$ cat config.mk
export PLATFORM = sky130hd
export DESIGN_NAME = dcirq_regs
export DESIGN_NICKNAME = d
export VERILOG_FILES = /design/src/shared/dcirq_pkg.sv /design/src/rtl/dcirq_cfg_serial.sv /design/src/rtl/dcirq_regs.sv
export SDC_FILE = /design/constraint.sdc
export NUM_CORES = 1
export LEC_CHECK = 0
export BUFFER_PORTS_ARGS = -buffer_cell sky130_fd_sc_hd__buf_4
export CORE_ASPECT_RATIO = 1.4
export CORE_MARGIN = 1.5
export CORE_UTILIZATION = 30
export CTS_BUF_LIST = sky130_fd_sc_hd__clkbuf_8
export DETAILED_ROUTE_END_ITERATION = 12
export GPL_TIMING_DRIVEN = 0
export PLACE_DENSITY_LB_ADDON = 0.15
export SYNTH_ARGS = -nofsm -noshare
export SYNTH_HDL_FRONTEND = slang
export SYNTH_SLANG_ARGS = --single-unit
$ cat constraint.sdc
create_clock -name ref_clk -period 4.75 [get_ports ref_clk]
set_input_delay 0.95 -clock ref_clk [delete_from_list [all_inputs] [get_ports ref_clk]]
set_output_delay 0.95 -clock ref_clk [all_outputs]
set_load 0.03 [all_outputs]
$ cat src/shared/dcirq_pkg.sv
// Purpose: constants and types for the converter control and status register group
// Assumes: 5-bit register addresses, 8-bit register data
// Notes:   one serial frame carries one instruction byte and one data byte
package dcirq_pkg;

  // register offsets
  localparam logic [4:0] ADDR_IRQ_EN     = 5'h03;
  localparam logic [4:0] ADDR_IRQ_STATUS = 5'h04;
  localparam logic [4:0] ADDR_SCALE_LOW  = 5'h06;
  localparam logic [4:0] ADDR_SCALE_HIGH = 5'h07;
  localparam logic [4:0] ADDR_SW_MODE    = 5'h08;
  localparam logic [4:0] ADDR_DCLK_PHASE = 5'h0C;
  localparam logic [4:0] ADDR_SYNC_PHASE = 5'h0D;
  localparam logic [4:0] ADDR_CTRL_CFG   = 5'h10;

  // reset values
  localparam logic [7:0] RST_SCALE_LOW  = 8'h00;
  localparam logic [7:0] RST_SCALE_HIGH = 8'h02;
  localparam logic [1:0] RST_SW_MODE    = 2'h0;
  localparam logic [5:0] RST_IRQ_EN     = 6'h00;
  localparam logic       RST_LOOP_ON    = 1'h1;

  // field positions
  localparam int BIT_SLEEP        = 7;
  localparam int BIT_SYNC_FLG_CLR = 7;
  localparam int BIT_SYNC_LOOP    = 6;
  localparam int BIT_SYNC_ROLE    = 5;
  localparam int BIT_SYNC_ON      = 4;
  localparam int BIT_RCV_FLG_CLR  = 2;
  localparam int BIT_RCV_LOOP     = 1;
  localparam int BIT_RCV_ON       = 0;
  localparam int BIT_DCLK_EARLY   = 2;
  localparam int BIT_DCLK_LATE    = 0;
  localparam int BIT_SYNC_Q90     = 5;
  localparam int BIT_SYNC_Q0      = 4;
  localparam int BIT_READ_CMD     = 7;

  // controller index: lock flag at 2*i, unlock flag at 2*i+1
  localparam int CTL_RECV  = 0;
  localparam int CTL_DELAY = 1;
  localparam int CTL_SYNC  = 2;
  localparam int NUM_CTL   = 3;

  // phase detector result index
  localparam int PH_LATE  = 0;
  localparam int PH_EARLY = 1;
  localparam int PH_Q0    = 2;
  localparam int PH_Q90   = 3;
  localparam int NUM_PH   = 4;

  // output switch modes
  localparam logic [1:0] MODE_BASEBAND = 2'h0;
  localparam logic [1:0] MODE_RZ       = 2'h1;
  localparam logic [1:0] MODE_MIX      = 2'h2;

  // last bit index of a serial byte, pin synchroniser depth
  localparam logic [2:0] LAST_BIT   = 3'h7;
  localparam int         SYNC_DEPTH = 3;

  typedef enum logic [2:0] {
    SER_IDLE  = 3'b001,
    SER_INSTR = 3'b010,
    SER_DATA  = 3'b100
  } dcirq_ser_state_type;

  // one register access from the serial port
  typedef struct packed {
    logic [4:0] addr;
    logic [7:0] wdata;
    logic       wr;
    logic       rd;
  } dcirq_access_type;

  // lock levels of the three controllers
  typedef struct packed {
    logic sync;
    logic delay;
    logic recv;
  } dcirq_lock_type;

endpackage

$ cat src/rtl/dcirq_cfg_serial.sv
// Purpose: serial configuration port, one instruction byte and one data byte per access
// Assumes: serial clock slower than ref_clk / 8, mode 0, msb first
// Notes:   instruction bit 7 high means read, bits 4:0 hold the address
`timescale 1ns/10ps
module dcirq_cfg_serial (
  // clock and reset
  input  wire logic                       ref_clk,
  input  wire logic                       sys_rst,
  // serial pins
  input  wire logic                       ser_cs_n,
  input  wire logic                       ser_sclk,
  input  wire logic                       ser_sdi,
  output logic                            ser_sdo,
  output logic                            ser_sdo_oe,
  // register side
  output dcirq_pkg::dcirq_access_type     access,
  input  wire logic [7:0]                 rdata
);

  logic [2:0]                     pin_raw;
  logic [2:0]                     pin_filt;
  logic [2:0]                     pin_prev;
  logic                           sclk_rise;
  logic                           sclk_fall;
  logic                           cs_active;
  dcirq_pkg::dcirq_ser_state_type state;
  logic [2:0]                     bit_cnt;
  logic [7:0]                     in_shift;
  logic [7:0]                     next_shift;
  logic                           is_read;
  logic                           load_pend;
  logic [7:0]                     out_shift;

  assign pin_raw = {ser_cs_n, ser_sclk, ser_sdi};

  // three-stage synchroniser per pin, change taken when stages two and three agree
  for (genvar k = 0; k < 3; k++) begin : g_pin
    logic [dcirq_pkg::SYNC_DEPTH-1:0] q;
    logic                             f;
    always_ff @(posedge ref_clk) begin
      if (sys_rst) begin
        q <= 3'h7;
        f <= 1'h1;
      end else begin
        q <= {q[1:0], pin_raw[k]};
        if (q[1] == q[2]) begin
          f <= q[2];
        end
      end
    end
    assign pin_filt[k] = f;
  end

  // edge detect on the filtered levels
  always_ff @(posedge ref_clk) begin
    if (sys_rst) begin
      pin_prev <= 3'h7;
    end else begin
      pin_prev <= pin_filt;
    end
  end

  assign sclk_rise  = pin_filt[1] & ~pin_prev[1];
  assign sclk_fall  = ~pin_filt[1] & pin_prev[1];
  assign cs_active  = ~pin_filt[2];
  assign next_shift = {in_shift[6:0], pin_filt[0]};

  // frame state, bit count and access strobes
  always_ff @(posedge ref_clk) begin
    if (sys_rst || !cs_active) begin
      state    <= dcirq_pkg::SER_IDLE;
      bit_cnt  <= 3'h0;
      in_shift <= 8'h00;
      is_read  <= 1'h0;
      access   <= '0;
    end else begin
      access.wr <= 1'h0;
      access.rd <= 1'h0;
      case (state)
        dcirq_pkg::SER_IDLE: begin
          state   <= dcirq_pkg::SER_INSTR;
          bit_cnt <= 3'h0;
        end
        dcirq_pkg::SER_INSTR: begin
          if (sclk_rise) begin
            in_shift <= next_shift;
            bit_cnt  <= bit_cnt + 3'h1;
            if (bit_cnt == dcirq_pkg::LAST_BIT) begin
              is_read     <= next_shift[dcirq_pkg::BIT_READ_CMD];
              access.addr <= next_shift[4:0];
              access.rd   <= next_shift[dcirq_pkg::BIT_READ_CMD];
              state       <= dcirq_pkg::SER_DATA;
            end
          end
        end
        dcirq_pkg::SER_DATA: begin
          if (sclk_rise) begin
            in_shift <= next_shift;
            bit_cnt  <= bit_cnt + 3'h1;
            if (bit_cnt == dcirq_pkg::LAST_BIT) begin
              access.wdata <= next_shift;
              access.wr    <= ~is_read;
              state        <= dcirq_pkg::SER_IDLE;
            end
          end
        end
        default: state <= dcirq_pkg::SER_IDLE;
      endcase
    end
  end

  // read data out, shifted on falling serial clock after the first data bit
  always_ff @(posedge ref_clk) begin
    if (sys_rst) begin
      load_pend  <= 1'h0;
      out_shift  <= 8'h00;
      ser_sdo    <= 1'h0;
      ser_sdo_oe <= 1'h0;
    end else begin
      load_pend  <= access.rd;
      ser_sdo_oe <= cs_active && is_read && (state == dcirq_pkg::SER_DATA);
      if (load_pend) begin
        out_shift <= rdata;
        ser_sdo   <= rdata[7];
      end else if (sclk_fall && state == dcirq_pkg::SER_DATA && bit_cnt != 3'h0) begin
        out_shift <= {out_shift[6:0], 1'h0};
        ser_sdo   <= out_shift[6];
      end
    end
  end

endmodule // dcirq_cfg_serial

$ cat src/rtl/dcirq_regs.sv
// Purpose: control and status registers for the converter's controllers and output stage
// Assumes: controller lock levels on ref_clk, phase detector results asynchronous
// Notes:   registers reached only through the serial configuration port
//
// What this block does
// - six enable bits let each controller update its lock and unlock flags
// - writing an enable to zero clears its flag and blocks updates
// - lock flag shows locked; unlock flag shows the controller became unlocked
// - full-scale code is ten bits from two registers, low eight first
// - bit 7 of the high full-scale register puts the output to sleep
// - two-bit switch mode: baseband, return-to-zero or mix
// - early window flag: data clock edge before early phase-0 edge
// - late window flag: data clock edge before late phase-0 edge
// - sync input edge before phase-90 sampling edge sets flag
// - sync input edge before phase-0 sampling edge sets flag
// - writing one then zero to bit 7 clears sync controller flags
// - sync loop on: master lock loss raises interrupt and restarts search
// - bit 5 picks sync role, slave at reset
// - bit 4 enables the sync controller, off at reset
// - writing one then zero to bit 2 clears receiver flags
// - receiver loop on: lock loss raises interrupt and restarts search
// - bit 0 enables the receiver controller, off at reset
`timescale 1ns/10ps
module dcirq_regs (
  // clock and reset
  input  wire logic                   ref_clk,
  input  wire logic                   sys_rst,
  // serial configuration pins
  input  wire logic                   ser_cs_n,
  input  wire logic                   ser_sclk,
  input  wire logic                   ser_sdi,
  output logic                        ser_sdo,
  output logic                        ser_sdo_oe,
  // controller lock levels and phase detector results
  input  wire dcirq_pkg::dcirq_lock_type lock_state,
  input  wire logic [3:0]             phase_raw,
  // output stage control
  output logic [9:0]                  full_scale_code,
  output logic                        output_sleep,
  output logic [1:0]                  output_switch_mode_field,
  // sync controller control
  output logic                        sync_controller_on,
  output logic                        sync_role_select,
  output logic                        sync_auto_relock,
  output logic                        sync_flags_clear,
  output logic                        sync_restart,
  // data receiver controller control
  output logic                        receiver_controller_on,
  output logic                        receiver_auto_relock,
  output logic                        receiver_flags_clear,
  output logic                        receiver_restart,
  // controller interrupt request
  output logic                        controller_irq
);

  dcirq_pkg::dcirq_access_type acc;
  logic [7:0]                  rdata;
  logic [5:0]                  irq_en;
  logic [5:0]                  next_irq_en;
  logic [5:0]                  status;
  logic [5:0]                  clr_mask;
  logic [2:0]                  lock_now;
  logic [2:0]                  lock_prev;
  logic [7:0]                  scale_low;
  logic [1:0]                  scale_high;
  logic                        sync_clr_armed;
  logic                        rcv_clr_armed;
  logic [3:0]                  phase_flags;
  logic                        sync_irq;
  logic                        rcv_irq;
  logic                        sync_lost;
  logic                        rcv_lost;

  // address match, shared by the write and read paths
  function automatic logic hit(input logic [4:0] addr, input logic [4:0] offset);
    hit = (addr == offset);
  endfunction

  // serial port engine
  dcirq_cfg_serial u_serial (
    .ref_clk    (ref_clk),
    .sys_rst    (sys_rst),
    .ser_cs_n   (ser_cs_n),
    .ser_sclk   (ser_sclk),
    .ser_sdi    (ser_sdi),
    .ser_sdo    (ser_sdo),
    .ser_sdo_oe (ser_sdo_oe),
    .access     (acc),
    .rdata      (rdata)
  );

  // enable value seen by the flags in the same cycle as its write
  always_comb begin
    next_irq_en = irq_en;
    if (acc.wr && hit(acc.addr, dcirq_pkg::ADDR_IRQ_EN)) begin
      next_irq_en = acc.wdata[5:0];
    end
  end

  // write-only enable register
  always_ff @(posedge ref_clk) begin
    if (sys_rst) begin
      irq_en <= dcirq_pkg::RST_IRQ_EN;
    end else begin
      irq_en <= next_irq_en;
    end
  end

  // full-scale code and sleep
  always_ff @(posedge ref_clk) begin
    if (sys_rst) begin
      scale_low    <= dcirq_pkg::RST_SCALE_LOW;
      scale_high   <= dcirq_pkg::RST_SCALE_HIGH[1:0];
      output_sleep <= dcirq_pkg::RST_SCALE_HIGH[dcirq_pkg::BIT_SLEEP];
    end else if (acc.wr && hit(acc.addr, dcirq_pkg::ADDR_SCALE_LOW)) begin
      scale_low <= acc.wdata;
    end else if (acc.wr && hit(acc.addr, dcirq_pkg::ADDR_SCALE_HIGH)) begin
      scale_high   <= acc.wdata[1:0];
      output_sleep <= acc.wdata[dcirq_pkg::BIT_SLEEP];
    end
  end

  // output current is 0.0226 mA per code step above 8.58 mA
  assign full_scale_code = {scale_high, scale_low};

  // quad-switch mode, code 3 is stored but has no defined mode
  always_ff @(posedge ref_clk) begin
    if (sys_rst) begin
      output_switch_mode_field <= dcirq_pkg::RST_SW_MODE;
    end else if (acc.wr && hit(acc.addr, dcirq_pkg::ADDR_SW_MODE)) begin
      output_switch_mode_field <= acc.wdata[1:0];
    end
  end

  // controller configuration bits
  always_ff @(posedge ref_clk) begin
    if (sys_rst) begin
      sync_auto_relock       <= dcirq_pkg::RST_LOOP_ON;
      sync_role_select       <= 1'h0;
      sync_controller_on     <= 1'h0;
      receiver_auto_relock   <= dcirq_pkg::RST_LOOP_ON;
      receiver_controller_on <= 1'h0;
    end else if (acc.wr && hit(acc.addr, dcirq_pkg::ADDR_CTRL_CFG)) begin
      sync_auto_relock       <= acc.wdata[dcirq_pkg::BIT_SYNC_LOOP];
      sync_role_select       <= acc.wdata[dcirq_pkg::BIT_SYNC_ROLE];
      sync_controller_on     <= acc.wdata[dcirq_pkg::BIT_SYNC_ON];
      receiver_auto_relock   <= acc.wdata[dcirq_pkg::BIT_RCV_LOOP];
      receiver_controller_on <= acc.wdata[dcirq_pkg::BIT_RCV_ON];
    end
  end

  // flag clear: a write of one arms, the next write of zero fires one pulse
  always_ff @(posedge ref_clk) begin
    if (sys_rst) begin
      sync_clr_armed       <= 1'h0;
      rcv_clr_armed        <= 1'h0;
      sync_flags_clear     <= 1'h0;
      receiver_flags_clear <= 1'h0;
    end else begin
      sync_flags_clear     <= 1'h0;
      receiver_flags_clear <= 1'h0;
      if (acc.wr && hit(acc.addr, dcirq_pkg::ADDR_CTRL_CFG)) begin
        sync_clr_armed   <= acc.wdata[dcirq_pkg::BIT_SYNC_FLG_CLR];
        rcv_clr_armed    <= acc.wdata[dcirq_pkg::BIT_RCV_FLG_CLR];
        sync_flags_clear <= sync_clr_armed & ~acc.wdata[dcirq_pkg::BIT_SYNC_FLG_CLR];
        receiver_flags_clear <= rcv_clr_armed & ~acc.wdata[dcirq_pkg::BIT_RCV_FLG_CLR];
      end
    end
  end

  // lock history for loss detection
  assign lock_now = lock_state;

  always_ff @(posedge ref_clk) begin
    if (sys_rst) begin
      lock_prev <= 3'h0;
    end else begin
      lock_prev <= lock_now;
    end
  end

  // which flag pairs a clear pulse wipes
  assign clr_mask = {{2{sync_flags_clear}}, 2'h0, {2{receiver_flags_clear}}};

  // sticky lock and unlock flags, a set wins over a clear
  for (genvar i = 0; i < dcirq_pkg::NUM_CTL; i++) begin : g_flag
    logic set_lock;
    logic set_lost;
    assign set_lock = next_irq_en[2*i] & lock_now[i];
    assign set_lost = next_irq_en[2*i+1] & lock_prev[i] & ~lock_now[i];
    always_ff @(posedge ref_clk) begin
      if (sys_rst) begin
        status[2*i+1:2*i] <= 2'h0;
      end else begin
        if (!next_irq_en[2*i]) begin
          status[2*i] <= 1'h0;
        end else if (set_lock) begin
          status[2*i] <= 1'h1;
        end else if (clr_mask[2*i]) begin
          status[2*i] <= 1'h0;
        end
        if (!next_irq_en[2*i+1]) begin
          status[2*i+1] <= 1'h0;
        end else if (set_lost) begin
          status[2*i+1] <= 1'h1;
        end else if (clr_mask[2*i+1]) begin
          status[2*i+1] <= 1'h0;
        end
      end
    end
  end

  // lock loss that starts an automatic relock
  assign sync_lost = lock_prev[dcirq_pkg::CTL_SYNC] & ~lock_now[dcirq_pkg::CTL_SYNC];
  assign rcv_lost  = lock_prev[dcirq_pkg::CTL_RECV] & ~lock_now[dcirq_pkg::CTL_RECV];

  // restart pulses and interrupt latches; a new loss wins over a clear
  always_ff @(posedge ref_clk) begin
    if (sys_rst) begin
      sync_restart     <= 1'h0;
      receiver_restart <= 1'h0;
      sync_irq         <= 1'h0;
      rcv_irq          <= 1'h0;
    end else begin
      sync_restart <= sync_lost & sync_auto_relock & sync_role_select
                      & sync_controller_on;
      receiver_restart <= rcv_lost & receiver_auto_relock & receiver_controller_on;
      if (sync_lost && sync_auto_relock && sync_role_select && sync_controller_on) begin
        sync_irq <= 1'h1;
      end else if (sync_flags_clear) begin
        sync_irq <= 1'h0;
      end
      if (rcv_lost && receiver_auto_relock && receiver_controller_on) begin
        rcv_irq <= 1'h1;
      end else if (receiver_flags_clear) begin
        rcv_irq <= 1'h0;
      end
    end
  end

  // interrupt output
  always_ff @(posedge ref_clk) begin
    if (sys_rst) begin
      controller_irq <= 1'h0;
    end else begin
      controller_irq <= sync_irq | rcv_irq;
    end
  end

  // phase detector results, three flops each, taken when stages two and three agree
  for (genvar p = 0; p < dcirq_pkg::NUM_PH; p++) begin : g_phase
    logic [dcirq_pkg::SYNC_DEPTH-1:0] q;
    logic                             f;
    always_ff @(posedge ref_clk) begin
      if (sys_rst) begin
        q <= 3'h0;
        f <= 1'h0;
      end else begin
        q <= {q[1:0], phase_raw[p]};
        if (q[1] == q[2]) begin
          f <= q[2];
        end
      end
    end
    assign phase_flags[p] = f;
  end

  // read mux; write-only bits and unmapped addresses read zero
  always_ff @(posedge ref_clk) begin
    if (sys_rst) begin
      rdata <= 8'h00;
    end else begin
      rdata <= 8'h00;
      if (hit(acc.addr, dcirq_pkg::ADDR_IRQ_STATUS)) begin
        rdata <= {2'h0, status};
      end else if (hit(acc.addr, dcirq_pkg::ADDR_SCALE_LOW)) begin
        rdata <= scale_low;
      end else if (hit(acc.addr, dcirq_pkg::ADDR_SCALE_HIGH)) begin
        rdata <= {output_sleep, 5'h00, scale_high};
      end else if (hit(acc.addr, dcirq_pkg::ADDR_SW_MODE)) begin
        rdata <= {6'h00, output_switch_mode_field};
      end else if (hit(acc.addr, dcirq_pkg::ADDR_DCLK_PHASE)) begin
        rdata[dcirq_pkg::BIT_DCLK_EARLY] <= phase_flags[dcirq_pkg::PH_EARLY];
        rdata[dcirq_pkg::BIT_DCLK_LATE]  <= phase_flags[dcirq_pkg::PH_LATE];
      end else if (hit(acc.addr, dcirq_pkg::ADDR_SYNC_PHASE)) begin
        rdata[dcirq_pkg::BIT_SYNC_Q90] <= phase_flags[dcirq_pkg::PH_Q90];
        rdata[dcirq_pkg::BIT_SYNC_Q0]  <= phase_flags[dcirq_pkg::PH_Q0];
      end else if (hit(acc.addr, dcirq_pkg::ADDR_CTRL_CFG)) begin
        rdata <= {1'h0, sync_auto_relock, sync_role_select, sync_controller_on,
                  2'h0, receiver_auto_relock, receiver_controller_on};
      end
    end
  end
endmodule // dcirq_regs

# After elaboration in Yosys (flattened, before gate mapping)
# Cells that the tools add are included.
# W data, S select, Z words.
[totals]
wordCells = 195
reg_bits = 119
out_inout_bits = 25
input_bits = 12
[classes]
eq_ne = 24
n_addsub = 1
n_reduce_logical = 41
muxes = 32
bitwise = 42
[ops]
columns = ["op", "count"]
rows = [
  ["$mux W8", 3],
  ["$mux W7", 3],
  ["$not A1 Y1", 21],
  ["$and A1 B1 Y1", 20],
  ["$reduce_or A2 Y1", 9],
  ["$reduce_bool A2 Y1", 8],
  ["$eq A5 B3 Y1 const B", 3],
  ["$eq A5 B4 Y1 const B", 3],
  ["$mux W3", 5],
  ["$logic_and A1 B1 Y1", 14],
  ["$mux W1", 14],
  ["$mux W6", 2],
  ["$ne A2 B1 Y1 const B", 5],
  ["$pmux W3 S3", 1],
  ["$reduce_or A4 Y1", 2],
  ["$eq A1 B1 Y1", 7],
  ["$eq A3 B3 Y1 const B", 2],
  ["$pmux W3 S2", 1],
  ["$reduce_and A2 Y1", 3],
  ["$reduce_and A3 Y1", 2],
  ["$eq A5 B2 Y1 const B", 1],
  ["$eq A5 B5 Y1 const B", 1],
  ["$mux W5", 1],
  ["$mux W4", 1],
  ["8 further kinds", 8],
]

# Logic depth before layout (Yosys ltp)
# Gate-level depths: netlist of the first run.
[logic_depth]
word_depth = 8
depth_mapped = 7
depth_no_buf = 6

# Cells and area by module
# From an unflattened synthesis of the first run, not the netlist that was laid out.
[hier_totals]
hier_cells = 475
hier_area_um2 = 4652.0
[by_module_without_submodules]
columns = ["module", "area_each_um2", "n_inst", "cells_each", "seq_area_each_um2"]
rows = [
  ["dcirq_regs", 2491.1, 1, 249, 1321.3],
  ["dcirq_cfg_serial", 2160.8, 1, 226, 1041.0],
]

# Worst setup path before layout of the first run
# OpenSTA, ideal clock, no wires.
[synth_path]
path_kind = "input port to flip-flop"
from = "input port sys_rst"
to = "register u_serial.access[10] (netlist bit)"
t_required_ns = 4.622
slack_ns = 2.735
setup_time_ns = 0.128
n_path_buf = 3
cell_stages = 5
t_arrival_ns = 1.888
path_cell_list = "clkbuf_1 > or2_2 > clkbuf_1 > clkbuf_1 > nor2_1"
[synth_between]
elab_chain_cells = 1
[synth_lines]
columns = ["element", "line_no", "source"]
rows = [
  ["start, declared", "dcirq_regs.sv:27", "input wire logic sys_rst,"],
  ["$logic_or A1 B1 Y1", "dcirq_cfg_serial.sv:70", "if (sys_rst || !cs_active) begin"],
  ["end, declared", "dcirq_cfg_serial.sv:16", "output dcirq_pkg::dcirq_access_type access,"],
]
# No other way between the ends.
# A chain may end at the register's enable or synchronous reset.

# Final worst setup path of the first run
[layout_path]
from = "input port sys_rst"
to = "register output_sleep"
[layout_rtl]
columns = ["element", "line_no", "source"]
rows = [
  ["end signal, assigned", "dcirq_regs.sv:114", "output_sleep <= dcirq_pkg::RST_SCALE_HIGH[dcirq_pkg::BIT_SLEEP];"],
  ["end signal, assigned", "dcirq_regs.sv:119", "output_sleep <= acc.wdata[dcirq_pkg::BIT_SLEEP];"],
  ["end, declared", "dcirq_regs.sv:39", "output logic output_sleep,"],
]
# No word-level cell between the ends.

==> metrics.txt, run 1 <==
critical path class in -> reg; via count 3,280; fin crit share 47.9%; Std-Cell Rows 51; Hold EP u_serial.g_pin[0].q[1]; I/O pins 37; Die Area 0.0153 mm^2; Post-Route Utilization 37.3%; HPWL after detailed placement 8120 um; initial detailed-routing violation count 135; post-route ant nets 0; area leader, netlist dfxtp_1; crit path DAT 2.57 ns; setup_tns 0 ns; syn nets 461; number of synthesized flops with an enable pin 0; final setup fails 0; share of layout cells above drive strength 1 17.7%; post-route minimum period 2.28 ns; htree depth 4; Core Area 0.0140 mm^2; Leakage Power 2.14 nW; Hold Path Stages 1; crit start category input port; cell count after synthesis 446; vias in the first global route 3,206; post-synthesis sequential area ratio 54.2%; Die Ht 146 um; CTS Sinks 118; drt drc 0; largest net degree at the start of global routing 17; WL per Instance 15.8 um; GP Congestion 0.839; Filler Cell Count 1,480; Setup Skew 0.00711 ns; Total GRT Usage 15.2%; area delta synth->final 20.2%; fmax 0.439 GHz; Final Hold Viols 0; reg2reg end u_serial.access[11]; first-pass GRT wire length 17,500 um; cts hold-fix bufs 0; CTS tree yes; root buf cell clkbuf_8; max-cap violation count 0; r2r worst-path depth 7; P per Cell Area 367 mW/mm^2; Hold Startpoint u_serial.g_pin[0].q[0]; HP Class reg -> reg; Starting Density 31.0%; status finished clean; drt pass-1 iters 5; Critical Path RT 5.04 ns; IO Port Bufs 35; initial antenna violation count 0; Antenna Cells 0; Tot Pwr 1.92 mW; synthesis-stage register bit count 118; synthesized area per cell 9.77 um^2; WL final 11,000 um; worst skew pair latency 0.43 ns; FF-to-FF setup slack 2.89 ns; Die X 105 um; GRT overflow 0; Post-synth top flop dfxtp_1; CP Capture Type flop; yosys warns 0; synth top area cells dfxtp_1 54%, mux2i_1 9.9%, nor2_1 5.1%; Worst Tran Pin Value 0.718 ns; Max Buffers Root-to-Sink 2; dpl ws 1.94 ns; Post-CTS Setup Bufs 0; worst relative slew slack 52.2%; worst setup margin 2.47 ns; Final #Nets 515; final slew viol count 0; Unique masters post-synth 42; peak supply drop 0.151 mV; Synth top area share 54.2%; unrepaired setup endpoints after global routing false; # resized after CTS 0; Via-to-Cell Ratio 4.70; Syn Std Cell Area 0.00436 mm^2; critical path peak fanout 10; Worst-path clk slew 0.07 ns; ys async rst share 0%; FF-to-FF Start u_serial.bit_cnt[1]; Num CTS Buffers 17
cell families after synthesis:
kind of cell	after synthesis	share of synthesized area (%)
compound gates	62	8.82
flops	118	54.2
mux	43	9.88
fa+ha+maj	3	0.862
buf+inv	37	3.65
simple gates	182	22.4
xor+xnor	1	0.201
worst max-delay path by stage:
| stage | slack [ns] | end | from |
|---|---|---|---|
| floorplan | 2.73 | u_serial.access[10] | sys_rst |
| global placement | 1.93 | controller_irq | sys_rst |
| detailed placement | 1.94 | controller_irq | sys_rst |
| CTS | 2.41 | controller_irq | sys_rst |
| global route | 2.31 | g_phase[1].f | sys_rst |
| finish | 2.47 | output_sleep | sys_rst |
power by group:
group | leakage, nW | internal, mW | switching (mW) | total (mW)
sequential | 0.955 | 0.998 | 0.00335 | 1.00
clock | 0.208 | 0.497 | 0.389 | 0.885
combinational | 0.974 | 0.0138 | 0.0207 | 0.0345
metrics by stage:
step	instance area [um^2]	hold WS [ns]	cells
after floorplan	4360	0.389	446
after global placement	4850	0.397	666
after detailed placement	4850	0.404	666
after CTS	5240	0.421	698
after global routing	5240	0.436	698
final	5240	0.412	698
routing by layer:
| layer | GRT usage (%) | wire length (um) | vias to the layer above | part of all wire [%] |
|---|---|---|---|---|
| met5 | 0 | 0 | - | 0 |
| met4 | 7.47 | 253 | 0 | 2.3 |
| met3 | 3.76 | 366 | 19 | 3.3 |
| met2 | 26.3 | 5660 | 62 | 51 |
| met1 | 17.2 | 4720 | 1555 | 43 |
| li1 | - | - | 1644 | - |
flip-flops by register name, summed over array words and instances, names as in the netlist, 2 cells and up:
register and cells:
irq_en 6, g_phase.f 4, g_phase.q 12, status 6, u_serial.access 15, scale_low 8, rdata 8, scale_high 2
u_serial.out_shift 7, lock_prev 3, output_switch_mode_field 2, u_serial.g_pin.f 3, u_serial.g_pin.q 9, u_serial.bit_cnt 3, u_serial.in_shift 7, u_serial.state 3
placed cells by master, fill, tap and decap left out, types with 13 or more instances in the layout:
cell type and instances:
buf_4 35, mux2i_1 43, a211oi_1 13, nor2b_1 18, clkbuf_8 20, clkbuf_1 14, nand3_1 17, dfxtp_1 118
nand2_1 26, a21oi_1 30, nor2_1 59
layout make-up:
type / instances / area (um^2) / share of cell area, %
tap: 185 / 231 / 4.42
sequential: 118 / 2360 / 45.1
clock inverter: 12 / 111 / 2.13
inverter: 8 / 30.0 / 0.573
buffer: 29 / 129 / 2.46
clock buffer: 20 / 275 / 5.26
multi-input combinational: 291 / 1840 / 35.0
timing repair buffer: 35 / 263 / 5.02
cell usage after synthesis (2+ instances only):
library cell and n:
dfxtp_1 118, nor2_1 59, mux2i_1 43, a21oi_1 30, nand2_1 26, nor2b_1 18
nand3_1 17, clkbuf_1 14, a211oi_1 13, nor3_1 11, or2_2 11, buf_2 10
inv_1 8, nand2b_1 6, nand4b_1 6, o21ai_0 6, nand3b_1 5, buf_1 4
ha_1 3, nand4bb_1 3, o21bai_1 3, or4_1 3, a21o_1 2, a22o_1 2
a22oi_1 2, and3_1 2, nor3_2 2, nor3b_1 2, nor4_1 2, nor4b_1 2
or4b_1 2
worst max-delay path: stages:
cell and delay, ns:
clkbuf_1 0.36, clkbuf_1 0.53, buf_1 0.62, nor2_1 0.11
No activity file was read; power rests on OpenSTA's default activity.
==> inputs of run 2 (changes only) <==
--- a/config.mk
+++ b/config.mk
@@ -5,6 +5,7 @@
 export SDC_FILE = /design/constraint.sdc
 export NUM_CORES = 1
 export LEC_CHECK = 0
+export ABC_AREA = 1
 export BUFFER_PORTS_ARGS = -buffer_cell sky130_fd_sc_hd__buf_4
 export CORE_ASPECT_RATIO = 1.4
 export CORE_MARGIN = 1.5
==> constraint.sdc (replaced) <==
create_clock -name ref_clk -period 2.32 [get_ports ref_clk]
set_input_delay 0.464 -clock ref_clk [delete_from_list [all_inputs] [get_ports ref_clk]]
set_output_delay 0.464 -clock ref_clk [all_outputs]
set_load 0.03 [all_outputs]
==> metrics.txt, run 2 <==
status finished clean; HP Class in -> reg; Cell Int Power 3.04 mW; crit start category flop; Critical Path RT 2.62 ns; FF-to-FF Start u_serial.bit_cnt[0]; Final Hold Viols 0; CTS Sinks 118; worst relative slew slack 51.5%; Core Area 0.0144 mm^2; HPWL after detailed placement 8450 um; Final #Nets 611; worst skew pair latency 0.42 ns; Num CTS Buffers 17; synthesized area per cell 8.09 um^2; critical path capture point u_serial.access[3]; area leader, netlist dfxtp_1; Worst-path clk slew 0.07 ns; max-cap violation count 0; reg2reg end u_serial.access[3]; Comb power frac 2.0%; Die X 105 um; I/O pins 37; Tot Pwr 3.84 mW; first-pass GRT wire length 17,700 um; Hold Path Stages 2; fmax 0.617 GHz; initial antenna violation count 0; Setup Skew 0.0115 ns; CP Capture Type flop; Via-to-Cell Ratio 4.49; WL met3 347 um; post-synthesis sequential area ratio 53.9%; Die Ht 146 um; commonest non-fill, non-tap cell in the layout dfxtp_1; register area 0.00236 mm^2; Setup crit start u_serial.bit_cnt[0]; GRT overflow 0; Met2 Routed Length 6030 um; critical path peak fanout 9; P per Cell Area 733 mW/mm^2; number of synthesized flops with an enable pin 0; Total GRT Usage 15.2%; DRT met1 WL 4630 um; final slew viol count 0; Post-CTS Setup Bufs 0; Worst Tran Pin Value 0.728 ns; GP Congestion 0.785; initial detailed-routing violation count 172; Starting Density 30.5%; most common cell in the synthesized netlist dfxtp_1; Top reg by flops u_serial.access; switching pwr 0.799 mW; synth top area cells dfxtp_1 54%, nor2_1 7.9%, nand2_1 7.0%; post-route minimum period 1.62 ns; area post-placement 0.00488 mm^2; htree depth 4; syn nets 557; max reg flops 15; synthesis-stage register bit count 118; Unique masters post-synth 34; largest registers u_serial.access x15, g_phase.q x12, u_serial.g_pin.q x9; CTS tree yes; uppermost routed layer met4; setup_tns 0 ns; peak supply drop 0.367 mV; Post-Layout Inst Area 0.00524 mm^2; final setup fails 0; via count 3,568; IO Port Bufs 35; Leakage Power 2.19 nW; area delta synth->final 19.5%; root buf cell clkbuf_8; Std-Cell Rows 52; WL per Instance 14.0 um; crit path DAT 1.92 ns; r2r worst-path depth 7; area of the multi-input gates 0.00170 mm^2; yosys warns 0; synth cell count leaders 118 x dfxtp_1, 92 x nor2_1, 82 x nand2_1, 52 x inv_1; unrepaired setup endpoints after global routing false; Syn Std Cell Area 0.00438 mm^2; drt pass-1 iters 5; Die Area 0.0154 mm^2; fin crit share 69.9%; Clock power frac 44.6%; Antenna Cells 0; cts hold-fix bufs 0; FF-to-FF setup slack 0.70 ns; largest net degree at the start of global routing 17; Max Buffers Root-to-Sink 2; register share of total power 53.4%; ys async rst share 0%; Synth top area share 53.9%; # resized after CTS 0; WL final 11,100 um; critical path class reg -> reg; drt drc 0; share of layout cells above drive strength 1 18.2%; post-route ant nets 0; most frequent cells in the layout 118 x dfxtp_1, 92 x nor2_1, 82 x nand2_1; vias in the first global route 3,468; Post-synth top flop dfxtp_1; Filler Cell Count 1,504; sw frac 20.8%; cell count after synthesis 542
## run 2: area by class of cell
type / instances / area share [%]
Sequential cell: 118 / 45.1
Multi-Input combinational cell: 345 / 32.4
Timing Repair Buffer: 35 / 5.02
Clock buffer: 19 / 4.99
Tap cell: 189 / 4.52
Inverter: 62 / 4.44
Clock inverter: 10 / 1.79
Buffer: 17 / 1.77
## run 2: layer usage
layer,vias to the layer above,track usage [%]
met1,1656,16.6
met3,6,4.55
li1,1845,-
met2,61,27.7
met4,0,5.07
met5,-,0
## run 2: kinds of logic after synthesis
family / share of synthesized area (%)
buf+inv: 7.42
simple gates: 25.4
fa+ha+maj: 0.857
compound gates: 12.4
flops: 53.9
## run 2: metrics by stage
stage	setup slack [ns]	hold slack (ns)	utilization [%]	instances
finish	0.698	0.224	36.4	795
global route	0.522	0.189	36.4	795
CTS	0.683	0.193	36.4	795
detailed placement	0.635	0.392	34.0	766
global placement	0.610	0.393	34.0	766
floorplan	0.941	0.388	-	542
## run 2: worst min-delay path by stage
stage	start	endpoint	slack (ns)
floorplan	g_phase[0].q[0]	g_phase[0].q[1]	0.39
global placement	u_serial.g_pin[1].q[0]	u_serial.g_pin[1].q[1]	0.39
detailed placement	u_serial.g_pin[0].q[0]	u_serial.g_pin[0].q[1]	0.39
CTS	ser_sclk	u_serial.g_pin[1].q[0]	0.19
global route	ser_sclk	u_serial.g_pin[1].q[0]	0.19
finish	ser_sclk	u_serial.g_pin[1].q[0]	0.22
## run 2: power by group through the flow
stage	clock network, mW	registers [mW]	logic, mW
global placement	0	2.09	0.0771
floorplan	0	2.09	0.0439
finish	1.71	2.05	0.0767
CTS	1.77	2.05	0.0787
global route	1.86	2.05	0.0866
detailed placement	0	2.10	0.0786
## run 2: worst max-delay path, stage by stage (launching register included)
cell	delay (ns)
dfxtp_1	0.36
ha_1	0.16
ha_1	0.16
nand2_1	0.11
nor2_2	0.30
inv_2	0.15
o21ai_0	0.19
a21oi_1	0.06
==> inputs of run 3 (changes only) <==
==> constraint.sdc (replaced) <==
create_clock -name ref_clk -period 1.5 [get_ports ref_clk]
set_input_delay 0.3 -clock ref_clk [delete_from_list [all_inputs] [get_ports ref_clk]]
set_output_delay 0.3 -clock ref_clk [all_outputs]
set_load 0.03 [all_outputs]
==> metrics.txt, run 3 (synthesis results as in run 2) <==
cts hold-fix bufs 0; most frequent cells in the layout 114 x dfxtp_1, 91 x nor2_1, 79 x nand2_1; fin crit share 97.7%; first-pass GRT wire length 17,700 um; commonest non-fill, non-tap cell in the layout dfxtp_1; root buf cell clkbuf_8; Die Area 0.0154 mm^2; fin cells 804; Std-Cell Rows 52; critical path class reg -> reg; critical path peak fanout 10; final setup fails 0; initial antenna violation count 0; critical path's largest stage delay 0.38 ns; largest net degree at the start of global routing 17; CP Capture Type flop; GRT overflow 0; Tot Pwr 5.94 mW; Final #Nets 620; P per Cell Area 1100 mW/mm^2; worst skew pair latency 0.42 ns; unrepaired setup endpoints after global routing true; Max Buffers Root-to-Sink 2; max-cap violation count 0; Starting Density 30.5%; Leakage Power 2.26 nW; Top reg by flops u_serial.access; CTS Sinks 118; Hold Startpoint ser_sclk; Worst Tran Pin Value 0.733 ns; WL final 11,200 um; fmax 0.682 GHz; drt pass-1 iters 5; CP delay by family, top flip-flops; WL per Instance 14.0 um; HPWL after detailed placement 8450 um; initial detailed-routing violation count 126; Hold EP u_serial.g_pin[1].q[0]; FF-to-FF Start u_serial.bit_cnt[0]; post-route ant nets 0; via count 3,611; Filler Cell Count 1,493; area delta synth->final 22.9%; crit start category flop; share of layout cells above drive strength 1 21.5%; Final Hold Viols 0; final slew viol count 0; HP Class in -> reg; Via-to-Cell Ratio 4.49; most numerous cell on the critical path ha_4; I/O pins 37; IO Port Bufs 35; Buf/Inv on CP 1; max reg flops 15; Setup Skew 0.0128 ns; Total GRT Usage 15.2%; Die Ht 146 um; GP Congestion 0.785; reg2reg end u_serial.is_read; Worst-path clk slew 0.07 ns; status finished clean; post-route minimum period 1.47 ns; peak supply drop 0.560 mV; largest registers u_serial.access x15, g_phase.q x12, u_serial.g_pin.q x9; vias in the first global route 3,459; Inst Count DP 766; worst relative slew slack 51.1%; crit path DAT 1.78 ns; Core Area 0.0144 mm^2; setup_tns 0 ns; r2r worst-path depth 7; drt drc 0; Critical Path RT 1.81 ns; htree depth 4; Cell Chain, Critical Path ha_4 -> ha_4 -> nand2_4 -> or2_4 -> buf_6 -> a21oi_1 -> nor2_1; Worst path slowest cell dfxtp_2; Die X 105 um; Hold Path Stages 2; Num CTS Buffers 17; CTS tree yes; Antenna Cells 0; FF-to-FF setup slack 0.03 ns
==> run 3: cell count changes in the layout (fill, tap and decap cells not counted), sizes merged <==
cell      change
clkinv        -1
clkinvlp      +1
buf           +9
==> run 3: stage by stage <==
| stage | utilization (%) | cell area (um^2) | hold slack (ns) | setup slack, ns |
|---|---|---|---|---|
| 2_1_floorplan | - | 4380 | 0.388 | 0.121 |
| 3_3_place_gp | 34.0 | 4880 | 0.393 | -0.0757 |
| 3_5_place_dp | 34.0 | 4880 | 0.392 | -0.117 |
| 4_1_cts | 36.5 | 5250 | 0.0295 | 0.0168 |
| 5_1_grt | 37.5 | 5390 | 0.0245 | -0.0132 |
| 6_report | 37.5 | 5390 | 0.0567 | 0.0341 |
==> run 3: cell type report <==
type                       count  area [um^2]  area share, %
sequential                   118         2370           43.9
multi-input combinational    345         1760           32.7
timing repair buffer          44          334           6.20
clock buffer                  19          262           4.85
inverter                      62          239           4.44
tap                          189          236           4.39
clock inverter                10         93.8           1.74
buffer                        17         92.6           1.72
==> run 3: metal layers <==
metal / up-vias / GRT usage (%) / wire [um]
met1: 1684 / 16.6 / 4630
met2: 56 / 27.8 / 6140
li1: 1865 / - / -
met5: - / 0 / 0
met4: 0 / 4.73 / 99
met3: 6 / 4.55 / 359
==> run 3: how the worst max path moves through the flow <==
stage | startpoint | to | slack [ns] | cells past startpoint
floorplan | u_serial.bit_cnt[0] | u_serial.access[13] | 0.12 | 7
global placement | u_serial.bit_cnt[0] | u_serial.access[3] | -0.08 | 7
detailed placement | u_serial.bit_cnt[0] | u_serial.access[3] | -0.12 | 7
CTS | u_serial.bit_cnt[0] | u_serial.access[13] | 0.02 | 7
global route | u_serial.bit_cnt[0] | u_serial.is_read | -0.01 | 7
finish | u_serial.bit_cnt[0] | u_serial.is_read | 0.03 | 7
==> run 3: power breakdown <==
part	leakage, nW	switching, mW	internal [mW]
registers	0.957	0.00973	3.16
clock network	0.203	1.16	1.50
logic	1.10	0.0751	0.0432
==> run 3: worst register-to-register path: stages, from the launching register on <==
cell	delay, ns
dfxtp_2	0.38
ha_4	0.16
ha_4	0.14
nand2_4	0.06
or2_4	0.27
buf_6	0.14
a21oi_1	0.14
nor2_1	0.05
==> run 3: what timing repair did <==
item | in CTS | in global routing
setup endpoints to repair | 18 | 25
setup buffers | 0 | 9
pin swaps | 0 | 7
gates resized for setup | 6 | 17
endpoints found under the hold margin | 0 | 0
